## src/hw/lmr_pkg.sv

```systemverilog
package lmr_pkg;
   // register codes
   localparam logic [3:0] REG_CHAIN_POSITION = 4'h0;
   localparam logic [3:0] REG_PIXEL_SCALE_SELECT = 4'h1;
   localparam logic [3:0] REG_PANEL_BRIGHTNESS = 4'h2;
   localparam logic [3:0] REG_TILE0_BRIGHTNESS = 4'h3;
   localparam logic [3:0] REG_TILE1_BRIGHTNESS = 4'h4;
   localparam logic [3:0] REG_LED_FAULT_FLAGS = 4'h5;
   localparam logic [3:0] REG_TARGET_DRIVER_POINTER = 4'h8;
   localparam logic [3:0] REG_MEMORY_POINTER_LOW = 4'h9;
   localparam logic [3:0] REG_MEMORY_POINTER_HIGH = 4'hA;
   localparam logic [3:0] REG_PLANE_SEQUENCER = 4'hB;
   localparam logic [3:0] REG_PANEL_SETUP = 4'hD;
   localparam logic [3:0] REG_CHAIN_LENGTH_MINUS_ONE = 4'hE;
   localparam logic [3:0] REG_ROW_WIDTH_MINUS_ONE = 4'hF;
   // reset values
   localparam logic [7:0] RST_CHAIN_POSITION = 8'h00;
   localparam logic [7:0] RST_PIXEL_SCALE_SELECT = 8'h00;
   localparam logic [7:0] RST_PANEL_BRIGHTNESS = 8'h80;
   localparam logic [7:0] RST_TILE_BRIGHTNESS = 8'hFF;
   localparam logic [7:0] RST_LED_FAULT_FLAGS = 8'h00;
   localparam logic [7:0] RST_POINTER = 8'h00;
   localparam logic [7:0] RST_PLANE_SEQUENCER = 8'h00;
   localparam logic [7:0] RST_PANEL_SETUP = 8'h30;
   localparam logic [7:0] RST_COUNT = 8'hFF;
   // panel setup field positions
   localparam int SETUP_RUN = 0;
   localparam int SETUP_POLARITY = 1;
   localparam int SETUP_PLANE_LO = 2;
   localparam int SETUP_PLANE_HI = 3;
   localparam int SETUP_RIPPLE = 4;
   localparam int SETUP_FLIP = 5;
   localparam int SETUP_COLOUR = 6;
   localparam int SETUP_DEPTH = 7;
   // framing and timing
   localparam logic [4:0] CMD_BITS = 5'h10;
   localparam logic [3:0] READ_BITS = 4'h8;
   localparam int START_DELAY_OSC_CYCLES = 2097152;
   localparam int CHAIN_DIVIDE = 4;
   localparam int CHAIN_PERIODS = 256;
   localparam int ASSIGN_CYCLES = CHAIN_DIVIDE * CHAIN_PERIODS;

   // one 16-bit command as it arrives, first bit in the top
   typedef struct packed {
      logic read;
      logic autoinc;
      logic broadcast;
      logic spare;
      logic [3:0] code;
      logic [7:0] data;
   } lmr_cmd_type;

   typedef enum logic [3:0] {
      ST_HOLD = 4'h1,
      ST_DELAY = 4'h2,
      ST_ASSIGN = 4'h4,
      ST_READY = 4'h8
   } lmr_state_type;
endpackage

```

## src/hw/lmr_top.sv

```systemverilog
`timescale 1ns/100ps
module lmr_top #(
   parameter int START_DELAY_CYCLES = lmr_pkg::START_DELAY_OSC_CYCLES
) (
   input wire logic clk_in,
   input wire logic reset_in,
   input wire logic ext_reset_n_in,
   input wire logic cs_n_in,
   input wire logic sclk_in,
   input wire logic din_in,
   output logic dout_out,
   output logic dout_oe_out,
   input wire logic chain_in,
   output logic chain_out,
   output logic chain_clock_out,
   output logic chain_clock_oe_out,
   input wire logic pixel_bit_in,
   output logic led_on_out,
   output logic shutdown_out,
   output logic [1:0] plane_select_out,
   output logic plane_depth_mode_out,
   output logic colour_mode_out,
   output logic flip_out,
   output logic ripple_out,
   output logic [7:0] panel_brightness_out,
   output logic [7:0] tile0_brightness_out,
   output logic [7:0] tile1_brightness_out,
   output logic [7:0] chain_position_out,
   output logic assign_busy_out
);
   localparam int DW = $clog2(START_DELAY_CYCLES + 1);
   localparam logic [DW-1:0] DELAY_LAST = DW'(START_DELAY_CYCLES - 1);
   localparam logic [9:0] ASSIGN_LAST = 10'(lmr_pkg::ASSIGN_CYCLES - 1);

   logic [1:0] cs_sync_reg, sclk_sync_reg, din_sync_reg, ext_sync_reg, chain_sync_reg;
   logic cs_last_reg, sclk_last_reg;
   logic [15:0] shift_reg;
   logic [4:0] bit_cnt_reg;
   logic exec;
   lmr_pkg::lmr_cmd_type cmd;
   lmr_pkg::lmr_state_type state_reg;
   logic [DW-1:0] delay_reg;
   logic [9:0] assign_cnt_reg;
   logic [7:0] period;
   logic master_reg, found_reg;
   logic [7:0] position_reg, pointer_reg, scale_reg, panel_reg, tile0_reg, tile1_reg;
   logic [7:0] fault_reg, mem_lo_reg, mem_hi_reg, plane_seq_reg, setup_reg;
   logic [7:0] length_reg, rows_reg;
   logic [7:0] rd_shift_reg;
   logic [3:0] rd_cnt_reg;
   logic rd_oe_reg;
   logic is_local, hit_self, wr_en, rd_sel, assign_done, setup_written;
   logic sclk_rise, sclk_fall, cs_rise, cs_fall;

   // read mux shared by the readback loader
   function automatic logic [7:0] reg_read(input logic [3:0] code);
      case (code)
         lmr_pkg::REG_CHAIN_POSITION: reg_read = position_reg;
         lmr_pkg::REG_PIXEL_SCALE_SELECT: reg_read = scale_reg;
         lmr_pkg::REG_PANEL_BRIGHTNESS: reg_read = panel_reg;
         lmr_pkg::REG_TILE0_BRIGHTNESS: reg_read = tile0_reg;
         lmr_pkg::REG_TILE1_BRIGHTNESS: reg_read = tile1_reg;
         lmr_pkg::REG_LED_FAULT_FLAGS: reg_read = fault_reg;
         lmr_pkg::REG_TARGET_DRIVER_POINTER: reg_read = pointer_reg;
         lmr_pkg::REG_MEMORY_POINTER_LOW: reg_read = mem_lo_reg;
         lmr_pkg::REG_MEMORY_POINTER_HIGH: reg_read = mem_hi_reg;
         lmr_pkg::REG_PLANE_SEQUENCER: reg_read = plane_seq_reg;
         lmr_pkg::REG_PANEL_SETUP: reg_read = setup_reg;
         lmr_pkg::REG_CHAIN_LENGTH_MINUS_ONE: reg_read = length_reg;
         lmr_pkg::REG_ROW_WIDTH_MINUS_ONE: reg_read = rows_reg;
         default: reg_read = 8'h00;
      endcase
   endfunction

   // pins cross into the oscillator domain through two flops each
   always_ff @(posedge clk_in) begin
      if (reset_in) begin
         cs_sync_reg <= 2'h3;
         sclk_sync_reg <= 2'h0;
         din_sync_reg <= 2'h0;
         ext_sync_reg <= 2'h0;
         chain_sync_reg <= 2'h0;
         cs_last_reg <= 1'b1;
         sclk_last_reg <= 1'b0;
      end else begin
         cs_sync_reg <= {cs_sync_reg[0], cs_n_in};
         sclk_sync_reg <= {sclk_sync_reg[0], sclk_in};
         din_sync_reg <= {din_sync_reg[0], din_in};
         ext_sync_reg <= {ext_sync_reg[0], ext_reset_n_in};
         chain_sync_reg <= {chain_sync_reg[0], chain_in};
         cs_last_reg <= cs_sync_reg[1];
         sclk_last_reg <= sclk_sync_reg[1];
      end
   end

   assign sclk_rise = sclk_sync_reg[1] & ~sclk_last_reg;
   assign sclk_fall = ~sclk_sync_reg[1] & sclk_last_reg;
   assign cs_rise = cs_sync_reg[1] & ~cs_last_reg;
   assign cs_fall = ~cs_sync_reg[1] & cs_last_reg;

   // command shifter; anything but exactly 16 bits is dropped at select release
   always_ff @(posedge clk_in) begin
      if (reset_in) begin
         shift_reg <= 16'h0000;
         bit_cnt_reg <= 5'h00;
      end else if (cs_fall) begin
         bit_cnt_reg <= 5'h00;
      end else if (sclk_rise && !cs_sync_reg[1]) begin
         shift_reg <= {shift_reg[14:0], din_sync_reg[1]};
         if (bit_cnt_reg != 5'h1F) begin
            bit_cnt_reg <= bit_cnt_reg + 5'h01;
         end
      end
   end

   // decode of a completed command
   always_comb begin
      cmd = lmr_pkg::lmr_cmd_type'(shift_reg);
      exec = cs_rise && (bit_cnt_reg == lmr_pkg::CMD_BITS);
      is_local = ~cmd.code[3];
      hit_self = (pointer_reg == position_reg);
      // global codes and global-flagged local writes land everywhere
      wr_en = exec && !cmd.read && (!is_local || cmd.broadcast || hit_self);
      // reads are refused while the chain is being numbered
      rd_sel = exec && cmd.read && (state_reg != lmr_pkg::ST_ASSIGN) &&
         (is_local ? hit_self : (position_reg == 8'h00));
      setup_written = wr_en && (cmd.code == lmr_pkg::REG_PANEL_SETUP);
   end

   // driver pointer: host writes it, local accesses may bump it in every driver
   always_ff @(posedge clk_in) begin
      if (reset_in) begin
         pointer_reg <= lmr_pkg::RST_POINTER;
      end else if (wr_en && cmd.code == lmr_pkg::REG_TARGET_DRIVER_POINTER) begin
         pointer_reg <= cmd.data;
      end else if (exec && is_local && cmd.autoinc) begin
         pointer_reg <= pointer_reg + 8'h01;
      end
   end

   // plain read/write registers, loaded at power-on reset only
   always_ff @(posedge clk_in) begin
      if (reset_in) begin
         scale_reg <= lmr_pkg::RST_PIXEL_SCALE_SELECT;
         panel_reg <= lmr_pkg::RST_PANEL_BRIGHTNESS;
         tile0_reg <= lmr_pkg::RST_TILE_BRIGHTNESS;
         tile1_reg <= lmr_pkg::RST_TILE_BRIGHTNESS;
         fault_reg <= lmr_pkg::RST_LED_FAULT_FLAGS;
         mem_lo_reg <= lmr_pkg::RST_POINTER;
         mem_hi_reg <= lmr_pkg::RST_POINTER;
         plane_seq_reg <= lmr_pkg::RST_PLANE_SEQUENCER;
         length_reg <= lmr_pkg::RST_COUNT;
         rows_reg <= lmr_pkg::RST_COUNT;
      end else if (wr_en) begin
         case (cmd.code)
            lmr_pkg::REG_PIXEL_SCALE_SELECT: scale_reg <= cmd.data;
            lmr_pkg::REG_PANEL_BRIGHTNESS: panel_reg <= cmd.data;
            lmr_pkg::REG_TILE0_BRIGHTNESS: tile0_reg <= cmd.data;
            lmr_pkg::REG_TILE1_BRIGHTNESS: tile1_reg <= cmd.data;
            lmr_pkg::REG_LED_FAULT_FLAGS: fault_reg <= cmd.data;
            lmr_pkg::REG_MEMORY_POINTER_LOW: mem_lo_reg <= cmd.data;
            lmr_pkg::REG_MEMORY_POINTER_HIGH: mem_hi_reg <= cmd.data;
            lmr_pkg::REG_PLANE_SEQUENCER: plane_seq_reg <= cmd.data;
            lmr_pkg::REG_CHAIN_LENGTH_MINUS_ONE: length_reg <= cmd.data;
            lmr_pkg::REG_ROW_WIDTH_MINUS_ONE: rows_reg <= cmd.data;
            default: ;
         endcase
      end
   end

   // panel setup; finishing assignment forces shutdown, a host write in that cycle loses
   always_ff @(posedge clk_in) begin
      if (reset_in) begin
         setup_reg <= lmr_pkg::RST_PANEL_SETUP;
      end else if (assign_done) begin
         setup_reg[lmr_pkg::SETUP_RUN] <= 1'b0;
      end else if (setup_written) begin
         setup_reg <= cmd.data;
      end
   end

   // start-up sequencer: hold in external reset, wait, then number the chain
   always_ff @(posedge clk_in) begin
      if (reset_in) begin
         state_reg <= lmr_pkg::ST_HOLD;
         delay_reg <= '0;
      end else if (!ext_sync_reg[1]) begin
         state_reg <= lmr_pkg::ST_HOLD;
         delay_reg <= '0;
      end else begin
         case (state_reg)
            lmr_pkg::ST_HOLD: begin
               state_reg <= lmr_pkg::ST_DELAY;
            end
            lmr_pkg::ST_DELAY: begin
               delay_reg <= delay_reg + DW'(1);
               if (delay_reg == DELAY_LAST) begin
                  state_reg <= lmr_pkg::ST_ASSIGN;
               end
            end
            lmr_pkg::ST_ASSIGN: begin
               if (assign_done) begin
                  state_reg <= lmr_pkg::ST_READY;
               end
            end
            lmr_pkg::ST_READY: begin
               // a new panel setup renumbers the chain
               if (setup_written) begin
                  state_reg <= lmr_pkg::ST_ASSIGN;
               end
            end
            default: state_reg <= lmr_pkg::ST_HOLD;
         endcase
      end
   end

   assign period = assign_cnt_reg[9:2];
   assign assign_done = (state_reg == lmr_pkg::ST_ASSIGN) && (assign_cnt_reg == ASSIGN_LAST);

   // chain numbering: count quarter-rate periods until the upstream line goes high
   always_ff @(posedge clk_in) begin
      if (reset_in) begin
         assign_cnt_reg <= 10'h000;
         position_reg <= lmr_pkg::RST_CHAIN_POSITION;
         master_reg <= 1'b0;
         found_reg <= 1'b0;
      end else if (state_reg != lmr_pkg::ST_ASSIGN) begin
         assign_cnt_reg <= 10'h000;
      end else begin
         assign_cnt_reg <= assign_cnt_reg + 10'h001;
         if (assign_cnt_reg == 10'h000) begin
            // an upstream line already high marks the chain head
            master_reg <= chain_sync_reg[1];
            found_reg <= chain_sync_reg[1];
            position_reg <= 8'h00;
         end else if (!found_reg && chain_sync_reg[1]) begin
            found_reg <= 1'b1;
            // the sender's register and our two sync flops put its rise one period late
            position_reg <= period - 8'h01;
         end else if (!found_reg && assign_done) begin
            position_reg <= period; // upstream never rose: take the last slot
         end
      end
   end

   // downstream line rises position + 1.5 chain periods after the start
   always_ff @(posedge clk_in) begin
      if (reset_in) begin
         chain_out <= 1'b0;
         chain_clock_out <= 1'b0;
         chain_clock_oe_out <= 1'b0;
      end else if (state_reg == lmr_pkg::ST_ASSIGN) begin
         // visible 4 * position + 6 clocks in; 11 bits so the last slot cannot wrap
         chain_out <= found_reg && ({1'b0, assign_cnt_reg} >= {1'b0, position_reg, 2'h0} + 11'h005);
         chain_clock_out <= assign_cnt_reg[1];
         chain_clock_oe_out <= master_reg;
      end else begin
         chain_out <= (state_reg == lmr_pkg::ST_READY) && found_reg;
         chain_clock_out <= 1'b0;
         chain_clock_oe_out <= 1'b0;
      end
   end

   // readback: hold the data line from select release through eight clock bits
   always_ff @(posedge clk_in) begin
      if (reset_in) begin
         rd_shift_reg <= 8'h00;
         rd_cnt_reg <= 4'h0;
         rd_oe_reg <= 1'b0;
      end else if (rd_sel) begin
         rd_shift_reg <= reg_read(cmd.code);
         rd_cnt_reg <= 4'h0;
         rd_oe_reg <= 1'b1;
      end else if (rd_oe_reg) begin
         if (cs_fall) begin
            rd_oe_reg <= 1'b0; // a new frame always wins the line back
         end else if (sclk_rise) begin
            rd_cnt_reg <= rd_cnt_reg + 4'h1;
         end else if (sclk_fall && rd_cnt_reg != 4'h0) begin
            if (rd_cnt_reg == lmr_pkg::READ_BITS) begin
               rd_oe_reg <= 1'b0;
            end else begin
               rd_shift_reg <= {rd_shift_reg[6:0], 1'b0};
            end
         end
      end
   end

   assign dout_out = rd_shift_reg[7];
   assign dout_oe_out = rd_oe_reg;

   // panel controls handed to the multiplexer
   always_ff @(posedge clk_in) begin
      if (reset_in) begin
         led_on_out <= 1'b0;
         plane_select_out <= 2'h0;
      end else begin
         led_on_out <= pixel_bit_in ^ setup_reg[lmr_pkg::SETUP_POLARITY];
         plane_select_out <= {setup_reg[lmr_pkg::SETUP_PLANE_HI] &
            ~setup_reg[lmr_pkg::SETUP_DEPTH], setup_reg[lmr_pkg::SETUP_PLANE_LO]};
      end
   end

   assign shutdown_out = ~setup_reg[lmr_pkg::SETUP_RUN];
   assign plane_depth_mode_out = setup_reg[lmr_pkg::SETUP_DEPTH];
   assign colour_mode_out = setup_reg[lmr_pkg::SETUP_COLOUR];
   assign flip_out = setup_reg[lmr_pkg::SETUP_FLIP];
   assign ripple_out = setup_reg[lmr_pkg::SETUP_RIPPLE];
   assign panel_brightness_out = panel_reg;
   assign tile0_brightness_out = tile0_reg;
   assign tile1_brightness_out = tile1_reg;
   assign chain_position_out = position_reg;
   assign assign_busy_out = (state_reg == lmr_pkg::ST_ASSIGN);
endmodule // lmr_top

```

## config.mk

```make
export PLATFORM = sky130hd
export DESIGN_NAME = lmr_top
export DESIGN_NICKNAME = d
export VERILOG_FILES = /design/src/hw/lmr_pkg.sv /design/src/hw/lmr_top.sv
export SDC_FILE = /design/constraint.sdc
export NUM_CORES = 1
export LEC_CHECK = 0
export BUFFER_PORTS_ARGS = -buffer_cell sky130_fd_sc_hd__buf_2
export CAP_MARGIN = 20
export CORE_ASPECT_RATIO = 0.6
export CORE_MARGIN = 2
export CORE_UTILIZATION = 61
export CTS_CLUSTER_SIZE = 14
export DETAILED_ROUTE_END_ITERATION = 8
export MAX_ROUTING_LAYER = met4
export PLACE_DENSITY = 0.79
export SLEW_MARGIN = 20
export SYNTH_ARGS = -nofsm -noshare
export SYNTH_HDL_FRONTEND = slang
export SYNTH_SLANG_ARGS = --single-unit
```

## constraint.sdc

```tcl
create_clock -name clk_in -period 2.8 [get_ports clk_in]
set_input_delay 0.28 -clock clk_in [delete_from_list [all_inputs] [get_ports clk_in]]
set_output_delay 0.28 -clock clk_in [all_outputs]
set_load 0.02 [all_outputs]
```

==> report_table.html, run 1 <==
<table>
<tr><th>Metric</th><th>Value</th></tr>
<tr><th colspan="2">Finish</th></tr>
<tr><td>Number of flip-flops in the largest register</td><td>22</td></tr>
<tr><td>Area growth from synthesis to layout</td><td>11.64%</td></tr>
<tr><td>Layout cells sized above 1</td><td>0.1315</td></tr>
<tr><td>Final cell utilization of the core</td><td>0.7051</td></tr>
<tr><td>Count of filler cells inserted in the layout</td><td>around 1.2k</td></tr>
<tr><td>Sequential cell area in the final layout</td><td>0.003885 mm^2</td></tr>
<tr><td>Antenna diode count</td><td>0</td></tr>
<tr><td>Area of the multi-input gates</td><td>0.004972 mm^2</td></tr>
<tr><td>Final-stage net count</td><td>1151</td></tr>
<tr><td>Design area</td><td>0.01032 mm^2</td></tr>
<tr><th colspan="2">Global route</th></tr>
<tr><td>Total global routing overflow</td><td>0</td></tr>
<tr><td>Via count of the first global-routing pass</td><td>7281</td></tr>
<tr><td>First-pass GRT wire length</td><td>between 40000 and 50000 um</td></tr>
<tr><td>Pin count of the biggest net entering global routing</td><td>79</td></tr>
<tr><td>Antenna violations before repair</td><td>0</td></tr>
<tr><td>Total routing resource utilization after global routing</td><td>0.3318</td></tr>
<tr><th colspan="2">Clock tree</th></tr>
<tr><td>Number of CTS-inserted buffers</td><td>17</td></tr>
<tr><td>Count of hold-fix buffers inserted at cts</td><td>0</td></tr>
<tr><td>Clock-pin slew of the registers on the worst-case setup and hold paths</td><td>around 0.080 ns</td></tr>
<tr><td>Maximum clock insertion buffer count</td><td>2</td></tr>
<tr><td>Clk Latency, worst-skew pair</td><td>0.43 ns</td></tr>
<tr><td>CTS root buffer</td><td>sky130_fd_sc_hd__clkbuf_16</td></tr>
<tr><td>CTS tree</td><td>built</td></tr>
<tr><td>Number of H-tree levels</td><td>4</td></tr>
<tr><td>CTS Sinks</td><td>194</td></tr>
<tr><th colspan="2">Place</th></tr>
<tr><td>Post-placement cell area</td><td>roughly 0.0097 mm^2</td></tr>
<tr><td>Routability-driven placement congestion ratio</td><td>0.9839</td></tr>
<tr><td>Input/output buffers</td><td>53</td></tr>
<tr><td>Pre-CTS WS</td><td>0.2772 ns</td></tr>
<tr><td>DPL Wire Length</td><td>about 18000 um</td></tr>
<tr><th colspan="2">Synthesis</th></tr>
<tr><td>Post-synthesis cell area</td><td>between 0.009 and 0.01 mm^2</td></tr>
<tr><td>Area fraction in compound gates after synthesis</td><td>0.1356</td></tr>
<tr><td>Share of cell area taken by muxes after synthesis</td><td>0.07933</td></tr>
<tr><td>Synthesis-stage register bit count</td><td>194</td></tr>
<tr><td>Distinct cell type count after synthesis</td><td>73</td></tr>
<tr><td>Nets in the synthesized netlist</td><td>between 1k and 1.5k</td></tr>
<tr><td>Number of standard cells after synthesis</td><td>1091</td></tr>
<tr><td>Adder and majority cell fraction of the synthesized area</td><td>0.03114</td></tr>
<tr><td>Avg Inst Size Synth</td><td>~8.5 um^2</td></tr>
<tr><td>Fraction of synthesis flops using an asynchronous set or reset pin</td><td>0</td></tr>
<tr><td>Largest family of logic cells by synthesized area</td><td>simple AND/OR/NAND/NOR gates</td></tr>
<tr><td>Ys flop type</td><td>sky130_fd_sc_hd__dfxtp_1</td></tr>
<tr><td>EDFF count, synth</td><td>0</td></tr>
<tr><td>Post-synthesis share of cell area spent on xor and xnor gates</td><td>0.05496</td></tr>
<tr><td>Synthesis Warnings</td><td>0</td></tr>
<tr><td>Sequential-to-total area share from yosys stat</td><td>0.4202</td></tr>
<tr><td>Simple logic cell fraction of the synthesized area</td><td>0.2357</td></tr>
<tr><th colspan="2">Setup path</th></tr>
<tr><td>Slowest cell on the critical path</td><td>sky130_fd_sc_hd__or4b_1</td></tr>
<tr><td>Cell Chain, Critical Path</td><td>inv_1 &gt; ha_1 &gt; or4b_1 &gt; o41ai_2 &gt; nand4_1 &gt; or2_1 &gt; and2_4 &gt; a221oi_2</td></tr>
<tr><td>Required arrival time at the worst endpoint</td><td>roughly 3.1 ns</td></tr>
<tr><td>Critical Path Start Type</td><td>flip-flop</td></tr>
<tr><td>Endpoint kind of the worst setup timing path</td><td>flip-flop</td></tr>
<tr><td>Crit Path Category</td><td>reg -&gt; reg</td></tr>
<tr><td>Sum of buffers and inverters on the critical path</td><td>1</td></tr>
<tr><td>Arrival time at the worst endpoint</td><td>2.92 ns</td></tr>
<tr><td>Critical Path Max Stage Delay</td><td>0.46 ns</td></tr>
<tr><td>Family with the most delay on the worst path</td><td>simple AND/OR/NAND/NOR gates</td></tr>
<tr><td>Worst Path Max Fanout</td><td>9</td></tr>
<tr><th colspan="2">Drt</th></tr>
<tr><td>Met1 routed wirelength after detailed routing</td><td>12070 um</td></tr>
<tr><td>Highest routed metal layer</td><td>met4</td></tr>
<tr><td>Iteration-0 DRC Markers</td><td>1086</td></tr>
<tr><td>Post-detailed-route via-to-cell ratio</td><td>6.213</td></tr>
<tr><td>DRT Wirelength</td><td>around 26000 um</td></tr>
<tr><td>Final routed DRC violation total</td><td>0</td></tr>
<tr><td>Via Count</td><td>8270</td></tr>
<tr><td>Met3 wire len</td><td>3020 um</td></tr>
<tr><td>Total met2 wirelength after detailed routing</td><td>10190 um</td></tr>
<tr><td>Drt pass-1 iters</td><td>5</td></tr>
<tr><td>Routed WL per cell</td><td>19.24 um</td></tr>
<tr><td>Number of antenna-violating nets in the routed design</td><td>0</td></tr>
<tr><th colspan="2">Floorplan</th></tr>
<tr><td>Horizontal extent of the die</td><td>around 160 um</td></tr>
<tr><td>Count of pins on the block boundary</td><td>54</td></tr>
<tr><td>Die area</td><td>0.01618 mm^2</td></tr>
<tr><td>Core Area</td><td>0.01463 mm^2</td></tr>
<tr><td>Starting density of the core</td><td>0.6316</td></tr>
<tr><td># rows</td><td>34</td></tr>
<tr><td>Die Y-Extent</td><td>99.35 um</td></tr>
<tr><th colspan="2">STA</th></tr>
<tr><td>Tcrit/Tclk final</td><td>0.9181</td></tr>
<tr><td>Tmin final</td><td>2.571 ns</td></tr>
<tr><td>Number of failing setup endpoints in the final timing report</td><td>0</td></tr>
<tr><td>Setup TNS</td><td>0 ns</td></tr>
<tr><td>Unrepaired setup endpoints after global routing</td><td>no</td></tr>
<tr><td>Post-route clock skew</td><td>0.01209 ns</td></tr>
<tr><td>Final slew viol count</td><td>0</td></tr>
<tr><td>Max Clock Freq</td><td>389.0 MHz</td></tr>
<tr><td>Hold violation count in the final report</td><td>0</td></tr>
<tr><td>Slew at the pin closest to its max-slew limit</td><td>0.9070 ns</td></tr>
<tr><td>Remaining max-slew budget at the tightest pin</td><td>0.3868</td></tr>
<tr><td>Final setup margin</td><td>around 0.23 ns</td></tr>
<tr><th colspan="2">Run status</th></tr>
<tr><td>Status</td><td>complete, no violations</td></tr>
<tr><th colspan="2">Power and ir drop</th></tr>
<tr><td>Int Power</td><td>3.998 mW</td></tr>
<tr><td>Power dissipated by switching net loads</td><td>1.271 mW</td></tr>
<tr><td>Clock network fraction of total power</td><td>0.458</td></tr>
<tr><td>Reg power frac</td><td>0.526</td></tr>
<tr><td>Power Dens Cells</td><td>510.7 mW/mm^2</td></tr>
<tr><td>Combinational group share of total power</td><td>0.017</td></tr>
<tr><td>Peak supply drop</td><td>360.2 uV</td></tr>
<tr><td>Switching portion of total power</td><td>0.2412</td></tr>
<tr><td>Standby leakage power</td><td>3.873 nW</td></tr>
<tr><th colspan="2">Worst hold path</th></tr>
<tr><td>Worst hold-check path type</td><td>in -&gt; reg</td></tr>
<tr><th colspan="2">Run</th></tr>
<tr><td>Maximum Capacitance Violations</td><td>0</td></tr>
</table>
## power by group through the flow
stage          clock network [mW]  registers [mW]  logic [mW]
2_1_floorplan                   0            2.83      0.0599
3_3_place_gp                    0            2.84      0.0850
3_5_place_dp                    0            2.84      0.0852
4_1_cts                      2.42            2.77      0.0858
5_1_grt                      2.53            2.77      0.0950
6_report                     2.41            2.77      0.0875
## stage by stage
step	hold slack [ns]	std cells	total power, mW
floorplan	0.3838	1091	2.895
global placement	0.3930	1299	2.920
detailed placement	0.4041	1299	2.921
CTS	0.02750	1331	5.272
global route	0.03023	1331	5.401
finish	0.03086	1331	5.269
## worst reg2reg max path, delay by kind of cell (launching register included)
| family | cells | cell delay, ns |
|---|---|---|
| flip-flops | 1 | 0.38 |
| adder cells (fa/ha/maj) | 1 | 0.16 |
| AND/OR/NAND/NOR | 4 | 1.35 |
| buffers and inverters | 1 | 0.10 |
| AO/OA/AOI/OAI | 2 | 0.50 |
## what timing repair did
| action | 4_1_cts | 5_1_grt |
|---|---|---|
| setup endpoints to repair | 0 | 1 |
| gates resized for setup | 0 | 1 |
| setup buffers | 0 | 0 |
## area by class of cell
| type | count | share of cell area |
|---|---|---|
| multi-input cells | 797 | 0.4819 |
| flip-flops and latches | 194 | 0.3765 |
| repair buffers | 83 | 0.05141 |
| clock buffers | 18 | 0.04256 |
| well taps | 198 | 0.02401 |
| clock inverters | 14 | 0.01382 |
| inverters | 27 | 0.009822 |
## cells by family after synthesis
| kind of cell | Yosys count |
|---|---|
| XOR/XNOR | 58 |
| AND/OR/NAND/NOR | 464 |
| flip-flops | 194 |
| multiplexers | 71 |
| adder cells (fa/ha/maj) | 23 |
| buffers and inverters | 100 |
| AO/OA/AOI/OAI | 181 |
## cells in the final DEF (no fill, tap or decap), types with 17 or more instances in the layout
master	netlist	routed
sky130_fd_sc_hd__a21oi_1	63	63
sky130_fd_sc_hd__buf_2	12	52
sky130_fd_sc_hd__buf_4	0	28
sky130_fd_sc_hd__clkbuf_16	0	17
sky130_fd_sc_hd__dfxtp_1	194	193
sky130_fd_sc_hd__ha_1	23	23
sky130_fd_sc_hd__inv_1	26	26
sky130_fd_sc_hd__mux2i_1	62	62
sky130_fd_sc_hd__nand2_1	146	146
sky130_fd_sc_hd__nand3_1	72	72
sky130_fd_sc_hd__nor2_1	129	129
sky130_fd_sc_hd__nor2b_1	20	20
sky130_fd_sc_hd__o21ai_0	29	29
sky130_fd_sc_hd__xnor2_1	25	25
sky130_fd_sc_hd__xor2_1	33	33
## synthesized netlist by cell type (4+ instances only)
cell | n | share of area
sky130_fd_sc_hd__and4_1 | 4 | 0.0038
sky130_fd_sc_hd__a22oi_1 | 10 | 0.0081
sky130_fd_sc_hd__ha_1 | 23 | 0.031
sky130_fd_sc_hd__nand3_1 | 72 | 0.039
sky130_fd_sc_hd__and3_1 | 11 | 0.0074
sky130_fd_sc_hd__nor2b_1 | 20 | 0.014
sky130_fd_sc_hd__nor3_1 | 16 | 0.0087
sky130_fd_sc_hd__mux2i_1 | 62 | 0.067
sky130_fd_sc_hd__nand4_1 | 15 | 0.010
sky130_fd_sc_hd__nand2_1 | 146 | 0.059
sky130_fd_sc_hd__or2_2 | 6 | 0.0041
sky130_fd_sc_hd__o2bb2ai_1 | 6 | 0.0057
sky130_fd_sc_hd__buf_2 | 12 | 0.0065
sky130_fd_sc_hd__a221oi_2 | 4 | 0.0065
sky130_fd_sc_hd__or3_1 | 10 | 0.0068
sky130_fd_sc_hd__mux2_2 | 8 | 0.0097
sky130_fd_sc_hd__xnor2_1 | 25 | 0.024
sky130_fd_sc_hd__nor2_1 | 129 | 0.052
sky130_fd_sc_hd__xor2_1 | 33 | 0.031
sky130_fd_sc_hd__clkbuf_1 | 57 | 0.023
sky130_fd_sc_hd__a211oi_1 | 8 | 0.0065
sky130_fd_sc_hd__o31ai_1 | 4 | 0.0032
sky130_fd_sc_hd__o22ai_1 | 7 | 0.0047
sky130_fd_sc_hd__inv_1 | 26 | 0.011
sky130_fd_sc_hd__dfxtp_1 | 194 | 0.42
sky130_fd_sc_hd__a31oi_1 | 8 | 0.0054
sky130_fd_sc_hd__nand2b_1 | 9 | 0.0061
sky130_fd_sc_hd__or4_1 | 4 | 0.0032
sky130_fd_sc_hd__o21ai_0 | 29 | 0.016
sky130_fd_sc_hd__a32oi_1 | 5 | 0.0047
sky130_fd_sc_hd__a21oi_1 | 63 | 0.034
## metal layers
layer	GRT usage	vias up
li1	-	3847
met1	0.5085	3939
met2	0.4322	449
met3	0.07506	35
met4	0.08305	0
met5	-	-
## worst paths after layout
| kind | depth (start not counted) | start | slack (ns) | endpoint |
|---|---|---|---|---|
| hold / removal | 2 | cs_n_in | 0.03 | cs_sync_reg[0] |
| setup / recovery | 8 | chain_position_out[0] | 0.23 | rd_shift_reg[1] |
| setup reg to reg | 8 | chain_position_out[0] | 0.23 | rd_shift_reg[1] |
| hold reg to reg | 1 | cs_sync_reg[0] | 0.42 | cs_sync_reg[1] |
Note: power is estimated with default switching activity, not from simulation.
==> inputs of run 2 (changes only) <==
- BUFFER_PORTS_ARGS: -buffer_cell sky130_fd_sc_hd__buf_2 -> -buffer_cell sky130_fd_sc_hd__buf_4
- CTS_CLUSTER_DIAMETER: not set -> 80
==> run 2 against run 1 <==
Against the previous run:
- setup slack got worse by 0.0030 ns
- fmax decreased by 0.11%
- flip-flop and latch count unchanged
- critical endpoint is now rd_shift_reg[4]
- combinational power increased by 4.0%
- via count increased by 0.53%
- routed wire length increased by 2.4%
- non-clock buffer count increased by 3
- cell count increased by 0.23%
- worst hold slack got worse by 0.0052 ns
==> report_table.html, run 2 (same netlist as run 1, synthesis figures left out) <==
<table>
<tr><th>Metric</th><th>Value</th></tr>
<tr><th colspan="2">Run status</th></tr>
<tr><td>Status</td><td>complete, no violations</td></tr>
<tr><th colspan="2">Floorplan</th></tr>
<tr><td>Die Y-Extent</td><td>99.35 um</td></tr>
<tr><td>Horizontal extent of the die</td><td>162.9 um</td></tr>
<tr><td>Starting density of the core</td><td>0.6316</td></tr>
<tr><td>Die area</td><td>0.01618 mm^2</td></tr>
<tr><td>Count of pins on the block boundary</td><td>54</td></tr>
<tr><td># rows</td><td>34</td></tr>
<tr><td>Core Area</td><td>0.01463 mm^2</td></tr>
<tr><th colspan="2">Power and ir drop</th></tr>
<tr><td>Int Power</td><td>4.082 mW</td></tr>
<tr><td>Clock network fraction of total power</td><td>0.470</td></tr>
<tr><td>Power Dens Cells</td><td>approximately 520 mW/mm^2</td></tr>
<tr><td>Peak supply drop</td><td>301.5 uV</td></tr>
<tr><td>Switching portion of total power</td><td>0.2441</td></tr>
<tr><td>Combinational group share of total power</td><td>0.017</td></tr>
<tr><td>Standby leakage power</td><td>3.946 nW</td></tr>
<tr><td>Power dissipated by switching net loads</td><td>about 1.3 mW</td></tr>
<tr><td>Reg power frac</td><td>0.513</td></tr>
<tr><th colspan="2">Clock tree</th></tr>
<tr><td>Number of CTS-inserted buffers</td><td>17</td></tr>
<tr><td>Clk Latency, worst-skew pair</td><td>0.44 ns</td></tr>
<tr><td>Maximum clock insertion buffer count</td><td>2</td></tr>
<tr><td>Number of H-tree levels</td><td>4</td></tr>
<tr><td>Clock-pin slew of the registers on the worst-case setup and hold paths</td><td>roughly 0.07 ns</td></tr>
<tr><td>CTS tree</td><td>built</td></tr>
<tr><td>Post-cts repair resize count</td><td>0</td></tr>
<tr><td>Count of hold-fix buffers inserted at cts</td><td>0</td></tr>
<tr><td>CTS Sinks</td><td>around 190</td></tr>
<tr><td>Number of setup buffers added after CTS</td><td>0</td></tr>
<tr><td>CTS root buffer</td><td>sky130_fd_sc_hd__clkbuf_16</td></tr>
<tr><th colspan="2">Drt</th></tr>
<tr><td>Iteration-0 DRC Markers</td><td>1047</td></tr>
<tr><td>DRT Wirelength</td><td>26210 um</td></tr>
<tr><td>Post-detailed-route via-to-cell ratio</td><td>6.232</td></tr>
<tr><td>Routed WL per cell</td><td>19.65 um</td></tr>
<tr><td>Final routed DRC violation total</td><td>0</td></tr>
<tr><td>Number of antenna-violating nets in the routed design</td><td>0</td></tr>
<tr><td>Drt pass-1 iters</td><td>8</td></tr>
<tr><td>Via Count</td><td>8314</td></tr>
<tr><th colspan="2">Finish</th></tr>
<tr><td>Most common cell after layout, fill and taps aside</td><td>sky130_fd_sc_hd__dfxtp_1</td></tr>
<tr><td>Design area</td><td>0.01048 mm^2</td></tr>
<tr><td>Sequential cell area in the final layout</td><td>0.003885 mm^2</td></tr>
<tr><td>Layout cells sized above 1</td><td>0.1338</td></tr>
<tr><td>Area of the multi-input gates</td><td>just under 0.005 mm^2</td></tr>
<tr><td>Area growth from synthesis to layout</td><td>13.43%</td></tr>
<tr><td>Final-stage net count</td><td>1154</td></tr>
<tr><td>Number of flip-flops in the largest register</td><td>22</td></tr>
<tr><td>Count of filler cells inserted in the layout</td><td>1163</td></tr>
<tr><td>Top library cells by usage in the layout, fill and taps aside</td><td>sky130_fd_sc_hd__dfxtp_1 (193), sky130_fd_sc_hd__nand2_1 (146), sky130_fd_sc_hd__nor2_1 (129)</td></tr>
<tr><td>Post-route insts no fill</td><td>1334</td></tr>
<tr><td>Antenna diode count</td><td>0</td></tr>
<tr><th colspan="2">Place</th></tr>
<tr><td>DPL Wire Length</td><td>18390 um</td></tr>
<tr><td>Routability-driven placement congestion ratio</td><td>between 1 and 1.5</td></tr>
<tr><td>Placed Instances</td><td>around 1.3k</td></tr>
<tr><td>Post-placement cell area</td><td>0.009871 mm^2</td></tr>
<tr><td>Input/output buffers</td><td>between 50 and 60</td></tr>
<tr><th colspan="2">Setup path</th></tr>
<tr><td>Crit Path Category</td><td>reg -&gt; reg</td></tr>
<tr><td>Arrival time at the worst endpoint</td><td>2.92 ns</td></tr>
<tr><td>Endpoint kind of the worst setup timing path</td><td>flip-flop</td></tr>
<tr><td>Critical path startpoint</td><td>chain_position_out[0]</td></tr>
<tr><td>Critical Path Start Type</td><td>flip-flop</td></tr>
<tr><td>Worst flop-to-flop path startpoint</td><td>chain_position_out[0]</td></tr>
<tr><td>Worst Path Max Fanout</td><td>8</td></tr>
<tr><td>Required arrival time at the worst endpoint</td><td>roughly 3.2 ns</td></tr>
<tr><th colspan="2">Global route</th></tr>
<tr><td>Total routing resource utilization after global routing</td><td>0.3418</td></tr>
<tr><td>Total global routing overflow</td><td>0</td></tr>
<tr><td>Antenna violations before repair</td><td>0</td></tr>
<tr><td>Pin count of the biggest net entering global routing</td><td>132</td></tr>
<tr><td>Via count of the first global-routing pass</td><td>7671</td></tr>
<tr><td>First-pass GRT wire length</td><td>41540 um</td></tr>
<tr><th colspan="2">STA</th></tr>
<tr><td>Slew at the pin closest to its max-slew limit</td><td>0.8782 ns</td></tr>
<tr><td>Unrepaired setup endpoints after global routing</td><td>no</td></tr>
<tr><td>Hold violation count in the final report</td><td>0</td></tr>
<tr><td>Remaining max-slew budget at the tightest pin</td><td>0.4063</td></tr>
<tr><td>Post-route clock skew</td><td>0.01437 ns</td></tr>
<tr><td>Worst hold slack</td><td>0.02569 ns</td></tr>
<tr><td>Number of failing setup endpoints in the final timing report</td><td>0</td></tr>
<tr><td>Tcrit/Tclk final</td><td>0.9192</td></tr>
<tr><td>Final slew viol count</td><td>0</td></tr>
<tr><td>Max Clock Freq</td><td>between 300 and 400 MHz</td></tr>
<tr><td>Setup TNS</td><td>0 ns</td></tr>
<tr><td>Tmin final</td><td>2.574 ns</td></tr>
<tr><th colspan="2">Worst hold path</th></tr>
<tr><td>Worst hold-check path type</td><td>in -&gt; reg</td></tr>
<tr><td>Hold Crit Start</td><td>cs_n_in</td></tr>
<tr><th colspan="2">Run</th></tr>
<tr><td>Maximum Capacitance Violations</td><td>0</td></tr>
</table>
## run 2: cell types whose count changed in the layout (fill, tap and decap cells not counted), moves of 2 or more
| cell | before | now |
|---|---|---|
| sky130_fd_sc_hd__buf_2 | 52 | 0 |
| sky130_fd_sc_hd__buf_4 | 28 | 84 |
| sky130_fd_sc_hd__inv_8 | 5 | 3 |
| sky130_fd_sc_hd__inv_6 | 1 | 3 |
## run 2: per-layer routing
metal,track usage,up-vias,wire length (um)
li1,-,3868,-
met1,0.5011,3912,11930
met2,0.4583,473,10340
met3,0.09633,61,3438
met4,0.08850,0,503
met5,-,-,0
## run 2: worst paths after layout
path	endpoint	slack, ns	cells past startpoint
setup / recovery	rd_shift_reg[4]	0.23	8
hold / removal	cs_sync_reg[0]	0.03	2
hold reg to reg	cs_sync_reg[1]	0.41	1
setup reg to reg	rd_shift_reg[4]	0.23	8
## run 2: worst max-delay path: stages, from the launching register on
cell and delay [ns]:
sky130_fd_sc_hd__dfxtp_1 0.38, sky130_fd_sc_hd__inv_1 0.12, sky130_fd_sc_hd__ha_1 0.15, sky130_fd_sc_hd__or4b_1 0.45
sky130_fd_sc_hd__o41ai_2 0.22, sky130_fd_sc_hd__nand4_1 0.23, sky130_fd_sc_hd__nor3b_2 0.49, sky130_fd_sc_hd__o21ai_0 0.22
sky130_fd_sc_hd__a221oi_2 0.24
## run 2: stage by stage
step                      utilization  setup WS (ns)  total power, mW
after floorplan                     -         0.5128            2.895
after global placement         0.6745         0.4127            2.924
after detailed placement       0.6745         0.3354            2.924
after CTS                      0.7164         0.2719            5.401
after global routing           0.7164        0.02366            5.520
final                          0.7164         0.2262            5.401
## run 2: layout make-up
cell class / instances / share of cell area
clock buffer: 17 / 0.04058
clock inverter: 15 / 0.01790
inverter: 27 / 0.009667
multi-input combinational: 797 / 0.4737
sequential: 194 / 0.3706
tap: 198 / 0.02363
timing repair buffer: 86 / 0.06397
## run 2: power by group through the flow
stage               clock network, mW  logic [mW]  registers (mW)
CTS                              2.54      0.0894            2.77
global placement                    0      0.0885            2.83
global route                     2.65      0.0977            2.77
floorplan                           0      0.0599            2.83
finish                           2.54      0.0910            2.77
detailed placement                  0      0.0888            2.84
